<file path="config.mk">
export PLATFORM = sky130hd
export DESIGN_NAME = prs_device_flat
export DESIGN_NICKNAME = d
export VERILOG_FILES = /design/src/prs_pkg.sv /design/src/prs_link_if.sv /design/src/prs_device.sv /design/src/flat_wrapper.sv
export SDC_FILE = /design/constraint.sdc
export NUM_CORES = 1
export LEC_CHECK = 0
export BUFFER_PORTS_ARGS = -buffer_cell sky130_fd_sc_hd__buf_4
export CAP_MARGIN = 10
export CELL_PAD_IN_SITES_DETAIL_PLACEMENT = 1
export CELL_PAD_IN_SITES_GLOBAL_PLACEMENT = 1
export CORE_MARGIN = 2
export CORE_UTILIZATION = 46
export DETAILED_ROUTE_END_ITERATION = 8
export PLACE_DENSITY = 0.81
export SLEW_MARGIN = 10
export SYNTH_ARGS = -nofsm -noshare
export SYNTH_HDL_FRONTEND = slang
export SYNTH_SLANG_ARGS = --single-unit
export TNS_END_PERCENT = 50
</file>
<file path="constraint.sdc">
create_clock -name clock -period 2.7 [get_ports clock]
set_clock_uncertainty 0.1 [all_clocks]
set_input_delay 0.135 -clock clock [delete_from_list [all_inputs] [get_ports clock]]
set_output_delay 0.135 -clock clock [all_outputs]
set_load 0.02 [all_outputs]
</file>
<file path="src/prs_pkg.sv">
// Package of constants and helpers for the reset and power sequencer.
// Summary of operation
// - Hold reset 50 ms after RTC supply.
// - High-voltage enable waits for reset and fault release.
// - High-voltage enable starts core/IO first, rest later.
// - Processor counts 125 ms, then low-voltage enable.
// - Low-voltage enable by pin or register bit.
// - Processor waits, then checks domain flags good.
// - Per-domain regulating flag, valid once settled.
// - Reset request asserts reset, released 50 ms on.
// - Reset stays low about 50 ms.
// - High-voltage enable about 10 ms after reset release.
// - Fault release to reset request 100 us.
// - High-voltage enable to low-voltage enable 125 ms.
// - Switch picks lone battery, main above 3.1 V.
// - Backup below 2.9 V, main again above 3.1 V.
// - Fault warning comes before switchover to backup.
// - No-backup bit disables the battery switch.
// - Fault low when main absent or below threshold.
package prs_pkg;

  localparam int CLK_MHZ      = 125;
  localparam int CNT_W        = 24;

  localparam int RST_HOLD_MS  = 50;
  localparam int T2_US        = 100;
  localparam int T3_MS        = 10;
  localparam int HV_WAIT_MS   = 125;
  localparam int LV_WAIT_MS   = 125;
  localparam int HV_STEP_MS   = 1;

  localparam int RST_HOLD_CYC = RST_HOLD_MS * 1000 * CLK_MHZ;
  localparam int T2_CYC       = T2_US * CLK_MHZ;
  localparam int T3_CYC       = T3_MS * 1000 * CLK_MHZ;
  localparam int HV_WAIT_CYC  = HV_WAIT_MS * 1000 * CLK_MHZ;
  localparam int LV_WAIT_CYC  = LV_WAIT_MS * 1000 * CLK_MHZ;
  localparam int HV_STEP_CYC  = HV_STEP_MS * 1000 * CLK_MHZ;
  localparam int REQ_PULSE_CYC = 8;

  localparam int NDOM         = 3;
  localparam int DOM_CORE     = 0;
  localparam int DOM_HV       = 1;
  localparam int DOM_LV       = 2;

  localparam logic RST_OUT_N_RST = 1'b0;
  localparam logic FLT_N_RST     = 1'b0;

  // Saturating up-count toward a limit.
  function automatic logic [CNT_W-1:0] cnt_step(
    input logic [CNT_W-1:0] cnt,
    input logic [CNT_W-1:0] lim
  );
    cnt_step = (cnt == lim) ? cnt : cnt + 24'h000001;
  endfunction : cnt_step

endpackage : prs_pkg

</file>
<file path="src/prs_link_if.sv">
// Interface joining the sequencer device and the processor end.
`timescale 1ns/1ps
interface prs_link_if;

  logic                      reset_out_n;
  logic                      main_supply_fault_n;
  logic                      high_voltage_domain_enable;
  logic                      low_voltage_domain_enable;
  logic                      reset_request_in_n;
  logic [prs_pkg::NDOM-1:0]  domain_ok;

  modport dev (
    output reset_out_n,
    output main_supply_fault_n,
    output domain_ok,
    input  high_voltage_domain_enable,
    input  low_voltage_domain_enable,
    input  reset_request_in_n
  );

  modport host (
    input  reset_out_n,
    input  main_supply_fault_n,
    input  domain_ok,
    output high_voltage_domain_enable,
    output low_voltage_domain_enable,
    output reset_request_in_n
  );

endinterface : prs_link_if

</file>
<file path="src/prs_device.sv">
// Sequencer device: reset hold, supply enables, battery switch, flags.
`timescale 1ns/1ps
module prs_device #(
  parameter int HOLD_CYC = prs_pkg::RST_HOLD_CYC,
  parameter int STEP_CYC = prs_pkg::HV_STEP_CYC,
  parameter int T2_CYC   = prs_pkg::T2_CYC
) (
  // Clock and reset
  input  wire logic                     clock,
  input  wire logic                     rst,
  // Link to the processor
  prs_link_if.dev                       link,
  // Supply monitors
  input  wire logic                     rtc_supply_ok,
  input  wire logic                     main_present,
  input  wire logic                     backup_present,
  input  wire logic                     main_above_hi,
  input  wire logic                     main_below_lo,
  input  wire logic                     main_below_fault,
  // Control bits
  input  wire logic                     no_backup_battery,
  input  wire logic                     hv_delay_on,
  input  wire logic                     lv_enable_sw,
  // Regulator settle indications
  input  wire logic [prs_pkg::NDOM-1:0] reg_settled,
  // Supply controls and status
  output logic                          rtc_from_main,
  output logic                          core_io_regulator_en,
  output logic                          hv_other_en,
  output logic                          lv_regulators_en,
  output logic                          early_request
);

  localparam int CW = prs_pkg::CNT_W;
  localparam logic [CW-1:0] HOLD_LIM = CW'(HOLD_CYC);
  localparam logic [CW-1:0] STEP_LIM = CW'(STEP_CYC);
  localparam logic [CW-1:0] T2_LIM   = CW'(T2_CYC);

  typedef enum logic [1:0] {
    ST_HOLD,
    ST_WAIT,
    ST_RUN
  } prs_dev_st_t;

  typedef enum logic [1:0] {
    HV_OFF,
    HV_CORE,
    HV_ALL
  } prs_hv_st_t;

  typedef struct packed {
    prs_dev_st_t              st;
    prs_hv_st_t               hv_st;
    logic [CW-1:0]            hold_cnt;
    logic [CW-1:0]            step_cnt;
    logic [CW-1:0]            flt_cnt;
    logic                     req_d;
    logic                     rst_n;
    logic                     flt_n;
    logic                     sel_main;
    logic                     core_en;
    logic                     hv_en;
    logic                     lv_en;
    logic [prs_pkg::NDOM-1:0] ok;
    logic                     early;
  } prs_dev_s_t;

  prs_dev_s_t s_r;
  prs_dev_s_t s_nxt;

  // Next battery selection: a lone battery wins, else hysteresis on main.
  function automatic logic pick_main(
    input logic on_main,
    input logic main_ok,
    input logic backup_ok,
    input logic locked,
    input logic below_lo,
    input logic above_hi
  );
    if (!main_ok) begin
      pick_main = 1'b0;
    end else if (!backup_ok || locked) begin
      pick_main = 1'b1;
    end else if (on_main) begin
      pick_main = !below_lo;
    end else begin
      pick_main = above_hi;
    end
  endfunction : pick_main

  always_comb begin
    s_nxt = s_r;
    s_nxt.req_d = link.reset_request_in_n;

    // Reset output sequencing.
    case (s_r.st)
      ST_HOLD: begin
        s_nxt.rst_n = 1'b0;
        if (!rtc_supply_ok) begin
          s_nxt.hold_cnt = '0;
        end else if (s_r.hold_cnt != HOLD_LIM) begin
          s_nxt.hold_cnt = prs_pkg::cnt_step(s_r.hold_cnt, HOLD_LIM);
        end else if (link.reset_request_in_n) begin
          s_nxt.rst_n = 1'b1;
          s_nxt.st    = ST_RUN;
        end else begin
          s_nxt.st = ST_WAIT;
        end
      end
      ST_WAIT: begin
        // The hold is over; the release waits for the request to end.
        s_nxt.rst_n = 1'b0;
        if (!rtc_supply_ok) begin
          s_nxt.hold_cnt = '0;
          s_nxt.st       = ST_HOLD;
        end else if (link.reset_request_in_n) begin
          s_nxt.rst_n = 1'b1;
          s_nxt.st    = ST_RUN;
        end
      end
      ST_RUN: begin
        // The low-voltage enable never disturbs a released reset.
        if (!rtc_supply_ok || !link.reset_request_in_n) begin
          s_nxt.rst_n    = 1'b0;
          s_nxt.hold_cnt = '0;
          s_nxt.st       = ST_HOLD;
        end
      end
      default: begin
        s_nxt.rst_n    = 1'b0;
        s_nxt.hold_cnt = '0;
        s_nxt.st       = ST_HOLD;
      end
    endcase

    // High-voltage supplies: core/IO first, the rest optionally later.
    s_nxt.core_en = link.high_voltage_domain_enable;
    case (s_r.hv_st)
      HV_OFF, HV_CORE: begin
        if (!link.high_voltage_domain_enable) begin
          s_nxt.step_cnt = '0;
          s_nxt.hv_en    = 1'b0;
          s_nxt.hv_st    = HV_OFF;
        end else if (!hv_delay_on || s_r.step_cnt == STEP_LIM) begin
          s_nxt.hv_en = 1'b1;
          s_nxt.hv_st = HV_ALL;
        end else begin
          s_nxt.step_cnt = prs_pkg::cnt_step(s_r.step_cnt, STEP_LIM);
          s_nxt.hv_st    = HV_CORE;
        end
      end
      HV_ALL: begin
        if (!link.high_voltage_domain_enable) begin
          s_nxt.step_cnt = '0;
          s_nxt.hv_en    = 1'b0;
          s_nxt.hv_st    = HV_OFF;
        end
      end
      default: begin
        s_nxt.step_cnt = '0;
        s_nxt.hv_en    = 1'b0;
        s_nxt.hv_st    = HV_OFF;
      end
    endcase

    // Low-voltage regulators by pin or register bit.
    s_nxt.lv_en = link.low_voltage_domain_enable | lv_enable_sw;

    // A flag reads good only for an enabled, settled regulator.
    s_nxt.ok = {s_r.lv_en, s_r.hv_en, s_r.core_en} & reg_settled;

    // Battery switch with hysteresis and disable bit.
    s_nxt.sel_main = pick_main(s_r.sel_main, main_present, backup_present,
                               no_backup_battery, main_below_lo,
                               main_above_hi);

    // The fault threshold sits above the switchover level.
    s_nxt.flt_n = main_present & ~main_below_fault & ~main_below_lo;

    // Flag a reset request made too soon after fault release.
    if (!s_r.flt_n) begin
      s_nxt.flt_cnt = '0;
    end else begin
      s_nxt.flt_cnt = prs_pkg::cnt_step(s_r.flt_cnt, T2_LIM);
    end
    s_nxt.early = s_r.req_d & ~link.reset_request_in_n & s_r.flt_n &
                  (s_r.flt_cnt != T2_LIM);
  end

  always_ff @(posedge clock) begin
    if (rst) begin
      s_r          <= '0;
      s_r.st       <= ST_HOLD;
      s_r.hv_st    <= HV_OFF;
      s_r.rst_n    <= prs_pkg::RST_OUT_N_RST;
      s_r.flt_n    <= prs_pkg::FLT_N_RST;
      s_r.req_d    <= 1'b1;
    end else begin
      s_r <= s_nxt;
    end
  end

  assign link.reset_out_n         = s_r.rst_n;
  assign link.main_supply_fault_n = s_r.flt_n;
  assign link.domain_ok           = s_r.ok;
  assign rtc_from_main            = s_r.sel_main;
  assign core_io_regulator_en     = s_r.core_en;
  assign hv_other_en              = s_r.hv_en;
  assign lv_regulators_en         = s_r.lv_en;
  assign early_request            = s_r.early;

endmodule : prs_device

</file>
<file path="src/flat_wrapper.sv">
// flat-port wrapper written by rule: the top's interface ports become plain ports
module prs_device_flat 
#(
  parameter int HOLD_CYC = prs_pkg::RST_HOLD_CYC,
  parameter int STEP_CYC = prs_pkg::HV_STEP_CYC,
  parameter int T2_CYC   = prs_pkg::T2_CYC
)
  (clock, rst, rtc_supply_ok, main_present, backup_present, main_above_hi, main_below_lo, main_below_fault, no_backup_battery, hv_delay_on, lv_enable_sw, reg_settled, rtc_from_main, core_io_regulator_en, hv_other_en, lv_regulators_en, early_request, link_reset_out_n, link_main_supply_fault_n, link_domain_ok, link_high_voltage_domain_enable, link_low_voltage_domain_enable, link_reset_request_in_n);
  prs_link_if link_i ();
  input  wire logic clock;
  input  wire logic rst;
  input  wire logic rtc_supply_ok;
  input  wire logic main_present;
  input  wire logic backup_present;
  input  wire logic main_above_hi;
  input  wire logic main_below_lo;
  input  wire logic main_below_fault;
  input  wire logic no_backup_battery;
  input  wire logic hv_delay_on;
  input  wire logic lv_enable_sw;
  input  wire logic [prs_pkg::NDOM-1:0] reg_settled;
  output logic rtc_from_main;
  output logic core_io_regulator_en;
  output logic hv_other_en;
  output logic lv_regulators_en;
  output logic early_request;
  output wire logic [$bits(link_i.reset_out_n)-1:0] link_reset_out_n;
  output wire logic [$bits(link_i.main_supply_fault_n)-1:0] link_main_supply_fault_n;
  output wire logic [$bits(link_i.domain_ok)-1:0] link_domain_ok;
  input wire logic [$bits(link_i.high_voltage_domain_enable)-1:0] link_high_voltage_domain_enable;
  input wire logic [$bits(link_i.low_voltage_domain_enable)-1:0] link_low_voltage_domain_enable;
  input wire logic [$bits(link_i.reset_request_in_n)-1:0] link_reset_request_in_n;
  assign link_reset_out_n = link_i.reset_out_n;
  assign link_main_supply_fault_n = link_i.main_supply_fault_n;
  assign link_domain_ok = link_i.domain_ok;
  assign link_i.high_voltage_domain_enable = link_high_voltage_domain_enable;
  assign link_i.low_voltage_domain_enable = link_low_voltage_domain_enable;
  assign link_i.reset_request_in_n = link_reset_request_in_n;
  prs_device #(.HOLD_CYC(HOLD_CYC), .STEP_CYC(STEP_CYC), .T2_CYC(T2_CYC)) u_core (.clock(clock), .rst(rst), .link(link_i), .rtc_supply_ok(rtc_supply_ok), .main_present(main_present), .backup_present(backup_present), .main_above_hi(main_above_hi), .main_below_lo(main_below_lo), .main_below_fault(main_below_fault), .no_backup_battery(no_backup_battery), .hv_delay_on(hv_delay_on), .lv_enable_sw(lv_enable_sw), .reg_settled(reg_settled), .rtc_from_main(rtc_from_main), .core_io_regulator_en(core_io_regulator_en), .hv_other_en(hv_other_en), .lv_regulators_en(lv_regulators_en), .early_request(early_request));
endmodule
</file>
# Word level (Yosys, flattened, before mapping)
# Index checks and enable logic that the tools add are counted.
# word_totals
ff_bits	87
input_bits	17
out_inout_bits	10
word_cells	100
# op_classes
n_addsub	3
n_eq_ne	20
muxes	34
n_bitwise	12
n_reduce_logical	17
# ops
cell	count
24-bit 2-to-1 mux	9
24-bit by 1-bit adder with 24-bit output, second input constant	3
24-bit one-hot mux with 3 select lines	1
24-bit one-hot mux with 2 select lines	1
24-bit by 14-bit == test with 1-bit output, second input constant	1
24-bit by 17-bit == test with 1-bit output, second input constant	1
24-bit by 23-bit == test with 1-bit output, second input constant	1
24-bit by 14-bit != test with 1-bit output, second input constant	1
24-bit by 23-bit != test with 1-bit output, second input constant	1
2-bit 2-to-1 mux	9
3-bit != test, second input constant	4
1-bit 2-to-1 mux	10
2-bit != test, second input constant	4
4-bit AND reduction	2
3-bit by 2-bit != test with 1-bit output, second input constant	2
2-bit one-hot mux with 3 select lines	1
2-bit OR reduction	3
1-bit AND	5
1-bit logical NOT	5
1-bit inverter	5
2-bit by 1-bit == test with 1-bit output, second input constant	2
2-bit == test, second input constant	2
2-bit logical NOT	2
2-bit one-hot mux with 2 select lines	1
other kinds (8)	10

# Logic depth before layout (Yosys ltp)
# depth
ltp_word	5
mapped_depth	9
mapped_depth_nobuf	8

# Least setup slack after synthesis
# Ideal clock, no wire load.
# synth_path
path_type	register to register
startpoint	register u_core.s_r[35] in the netlist's numbering
endpoint	register u_core.s_r[53] in the netlist's numbering
setup_time_ns	0.120
arrival_ns	1.799
setup_slack_ns	0.681
stages_incl_launch_ff	9
path_cell_list	dfxtp_1 -> inv_1 -> ha_1 -> nor3b_1 -> and3_1 -> a211o_1 -> and2_1 -> clkbuf_1 -> a211o_1
# synth_via
elab_chain_cells	5
# synth_rtl
item	line	source
start, declared	prs_device.sv:68	prs_dev_s_t s_r;
start signal, assigned	prs_device.sv:199	s_r <= s_nxt;
24-bit by 1-bit adder with 24-bit output	prs_pkg.sv:53	cnt_step = (cnt == lim) ? cnt : cnt + 24'h000001;
24-bit 2-to-1 mux	prs_pkg.sv:53	
24-bit 2-to-1 mux	prs_device.sv:144	end else if (!hv_delay_on || s_r.step_cnt == STEP_LIM) begin
24-bit 2-to-1 mux	prs_device.sv:140	if (!link.high_voltage_domain_enable) begin
24-bit one-hot mux with 2 select lines	prs_device.sv:138	case (s_r.hv_st)
# Several ways; a longest one is shown, not always the timed one. The select of a mux whose other input is x is not followed.
# A chain may end at the register's enable or synchronous reset.

# Worst setup path in the final report
# layout_path
startpoint	register u_core.s_r[59] in the netlist's numbering
endpoint	register u_core.s_r[75] in the netlist's numbering
# layout_via
elab_chain_cells	5
# layout_rtl
item	line	source
24-bit by 1-bit adder with 24-bit output	prs_pkg.sv:53	
24-bit 2-to-1 mux	prs_pkg.sv:53	
24-bit 2-to-1 mux	prs_device.sv:101	end else if (s_r.hold_cnt != HOLD_LIM) begin
24-bit 2-to-1 mux	prs_device.sv:99	if (!rtc_supply_ok) begin
24-bit one-hot mux with 3 select lines	prs_device.sv:96	case (s_r.st)
# Several ways; a longest one is shown, not always the timed one. The select of a mux whose other input is x is not followed.

==> results.yml <==
status:
  outcome: "finished, final reports clean"
worst_hold_path:
  min_to: "u_core.early_request$_SDFF_PP0_"
  whs_path_depth: 2
  holdCritPathClass: "reg -> reg"
  worstHoldStart: "u_core.s_r[10]$_SDFF_PP1_"
run:
  cap_violations: 0
synth:
  yosys.area_share.adder_pct: 1.75
  synthCells: 514
  syn_avg_cell_area_um2: 8.32
  netlist_area_um2: 4280
  synth_edf_count: 0
  synth_compound_area_share_pct: 14.7
  synthXorXnorAreaFrac_pct: 4.71
  yosys.area_share.simple_pct: 32.8
  synth_ff_type: "dfxtp_1"
  synth_top_family_by_area: "simple AND/OR/NAND/NOR gates"
  synth_mux_area_share_pct: 1.17
  syn-num-nets: 537
  ys_types: 52
  ys_seq_elements: 87
  async_flop_share_pct: 0
  ys_seq_area_share_pct: 40.7
  yosysWarnings: 0
die:
  io_pins: 27
  core_area_um2: 9110
  start_util_pct: 47.0
  dieWidth_um: 100
  die_h_um: 100
  die_area_um2: 10100
  rows: 35
grt:
  grt_use_total_pct: 24.4
  grt_pass1_wl_um: 19900
  grt_pass1_vias: 4181
  grt_max_degree: 25
  overflow: 0
  antenna_found_initial: 0
sta:
  fin_crit_sh_pct: 91.7
  setup_viol: 0
  fin_crit_ns: 2.48
  slew_headroom_pct: 39.6
  finalHoldViolCount: 0
  max_clock_freq_mhz: 404
  setup-tns-final_ns: 0
  worstMarginPinSlew_ns: 0.906
  maxSlewViolCount: 0
  rsz0062_at_grt: "false"
layout:
  fin_util_pct: 53.9
  syn_to_final_growth_pct: 14.8
  layout.nets: 574
  drive_above_1_share_pct: 10.3
  n_antenna_cell: 0
place:
  dp_hpwl_um: 7940
  port_buffers: 26
  place_congestion: 0.836
setup_path:
  worst_setup_path_start_kind: "register"
  cp_max_fo: 11
  crit_chain: "inv_1, ha_1, nor4bb_1, nand4_1, o21ai_1, buf_4, o21ai_0, a21oi_1"
  r2r_cells: 8
  r2r-start: "u_core.s_r[59]$_SDFFE_PP0P_"
  cp_data_arrival_time_ns: 2.68
  r2r-end: "u_core.s_r[75]$_SDFFE_PP0P_"
  crit_required_ns: 2.90
  ff2ff_setup_slack_ns: 0.22
  endpoint_kind: "register"
  cpPeakStageDelay_ns: 0.47
  worstSetupPathType: "reg -> reg"
  cp_slowest_cell: "o21ai_1"
route:
  via_per_inst: 5.97
  remaining_drc_errors: 0
  routed_wirelength_um: 11700
  drtAntennaViolNets: 0
  drt_iter0_markers: 117
  vias: 3984
  firstDrtPassIters: 4
  routedWlPerCell_um: 17.6
clocking:
  insertion_delay_ns: 0.38
  clkSinkCount: 87
  htreeDepth: 3
  ctsResizeCount: 0
  cts_setup_buffers: 0
  cts_buffer_depth: 2
  cts_buffers: 9
  cts.clk_slew.worst_paths_ns: 0.10
  root_buffer: "clkbuf_8"
  cts_tree: "yes"
pwr:
  vdd_drop_max_uv: 274
  power_density_nw_per_um2: 474
  p_leak_nw: 1.68
  p_total_w: 0.00233
cells in the final DEF, fill, tap and decap left out, types with 8 or more instances in the layout:
cell            n
o211ai_1       11
dfxtp_1        87
nand4_1        21
xnor2_1        17
nand3_1        29
o21ai_0        22
nor4_1         10
buf_4          33
clkbuf_8       10
nor2_1         43
inv_1          20
dlygate4sd3_1  16
or4_1          20
nand2b_1        9
or3_1          16
a21oi_1        26
nor3_1         17
nand2_1        46
and4_1          8
timing repair:
| item | 4_1_cts | 5_1_grt |
|---|---|---|
| hold buffers | 16 | 0 |
| endpoints found under the hold margin | 13 | 0 |
| setup endpoints to repair | 0 | 0 |
cell families (layout without fill, tap and decap cells):
kind of cell,count (synthesis),in the layout
and+or+nand+nor,253,253
DFF,87,87
adders and majority gates,6,6
AOI/OAI and AO/OA,97,97
buffers and inverters,43,85
xor gates and xnor gates,23,23
muxes,5,5
per-layer routing:
layer  part of all wire (%)  GRT usage [%]  vias up
li1                       -              -     1959
met1                     44           29.7     1941
met2                     52           43.4       64
met3                    2.7           4.60       20
met4                    2.0           7.69        0
met5                      0              0        -
Yosys cell counts, types with 2 or more instances:
cell	number	area [µm²]
a211o_1	6	52.6
a21o_1	3	22.5
a21oi_1	26	130
a22o_1	3	26.3
and2_1	3	18.8
and3_1	6	37.5
and4_1	8	70.1
buf_2	4	20.0
buf_4	3	22.5
clkbuf_1	15	56.3
dfxtp_1	87	1740
ha_1	6	75.1
inv_1	20	75.1
mux2i_1	5	50.1
nand2_1	46	173
nand2b_1	9	56.3
nand3_1	29	145
nand4_1	21	131
nor2_1	43	161
nor2b_1	4	25.0
nor3_1	17	85.1
nor3b_1	3	22.5
nor4_1	10	62.6
nor4b_1	6	52.6
o2111ai_1	4	35.0
o211a_1	2	20.0
o211ai_1	11	82.6
o21a_1	6	45.0
o21ai_0	23	115
o31a_1	2	17.5
o31ai_1	5	37.5
o41ai_1	2	17.5
or2_2	2	12.5
or3_1	16	100
or4_1	20	150
xnor2_1	17	149
xor2_1	6	52.6
power by group:
group	switching, W	internal, W	total (W)
Sequential	0.00000798	0.00129	0.00130
Clock	0.000528	0.000373	0.000902
Combinational	0.0000690	0.0000562	0.000125
worst max-delay path, delay by kind of cell, from the launching register on:
family | cells | cell delay [ns]
AND/OR/NAND/NOR | 2 | 0.73
AO/OA/AOI/OAI | 3 | 0.71
flip-flops | 1 | 0.34
buffers and inverters | 2 | 0.34
adder cells (fa/ha/maj) | 1 | 0.19
through the flow:
step	area [µm²]	cells	worst slack, ns	hold WS [ns]
2_1_floorplan	4280	514	0.681	0.112
3_5_place_dp	4560	635	0.368	0.207
4_1_cts	4910	667	0.262	0.342
5_1_grt	4910	667	0.00650	0.375
3_3_place_gp	4560	635	0.443	0.199
6_report	4910	667	0.223	0.373
state kept, by name, summed over array words and instances, names as in the netlist:
name and count:
u_core.early_request 1, u_core.hv_other_en 1, u_core.link.main_supply_fault_n 1, u_core.core_io_regulator_en 1
u_core.rtc_from_main 1, u_core.s_r 77, u_core.lv_regulators_en 1, u_core.link.reset_out_n 1
u_core.link.domain_ok 3
worst max path at each step:
stage	from	to
finish	u_core.s_r[59]$_SDFFE_PP0P_	u_core.s_r[75]$_SDFFE_PP0P_
global route	u_core.s_r[59]$_SDFFE_PP0P_	u_core.s_r[75]$_SDFFE_PP0P_
CTS	u_core.s_r[59]$_SDFFE_PP0P_	u_core.s_r[75]$_SDFFE_PP0P_
detailed placement	u_core.s_r[59]$_SDFFE_PP0P_	u_core.s_r[75]$_SDFFE_PP0P_
global placement	u_core.s_r[59]$_SDFFE_PP0P_	u_core.s_r[76]$_SDFFE_PP0P_
floorplan	u_core.s_r[35]$_SDFFE_PP0P_	u_core.s_r[53]$_SDFFE_PP0P_
layout make-up:
class                           instances  area, µm²
Clock buffer                           10        138
Inverter                               20       75.1
Multi-Input combinational cell        384       2360
Sequential cell                        87       1740
Tap cell                              111        139
Timing Repair Buffer                   49        408
Clock inverter                          6       51.3
Fill cell                            1123       4200
No activity file was read; power rests on OpenSTA's default activity.
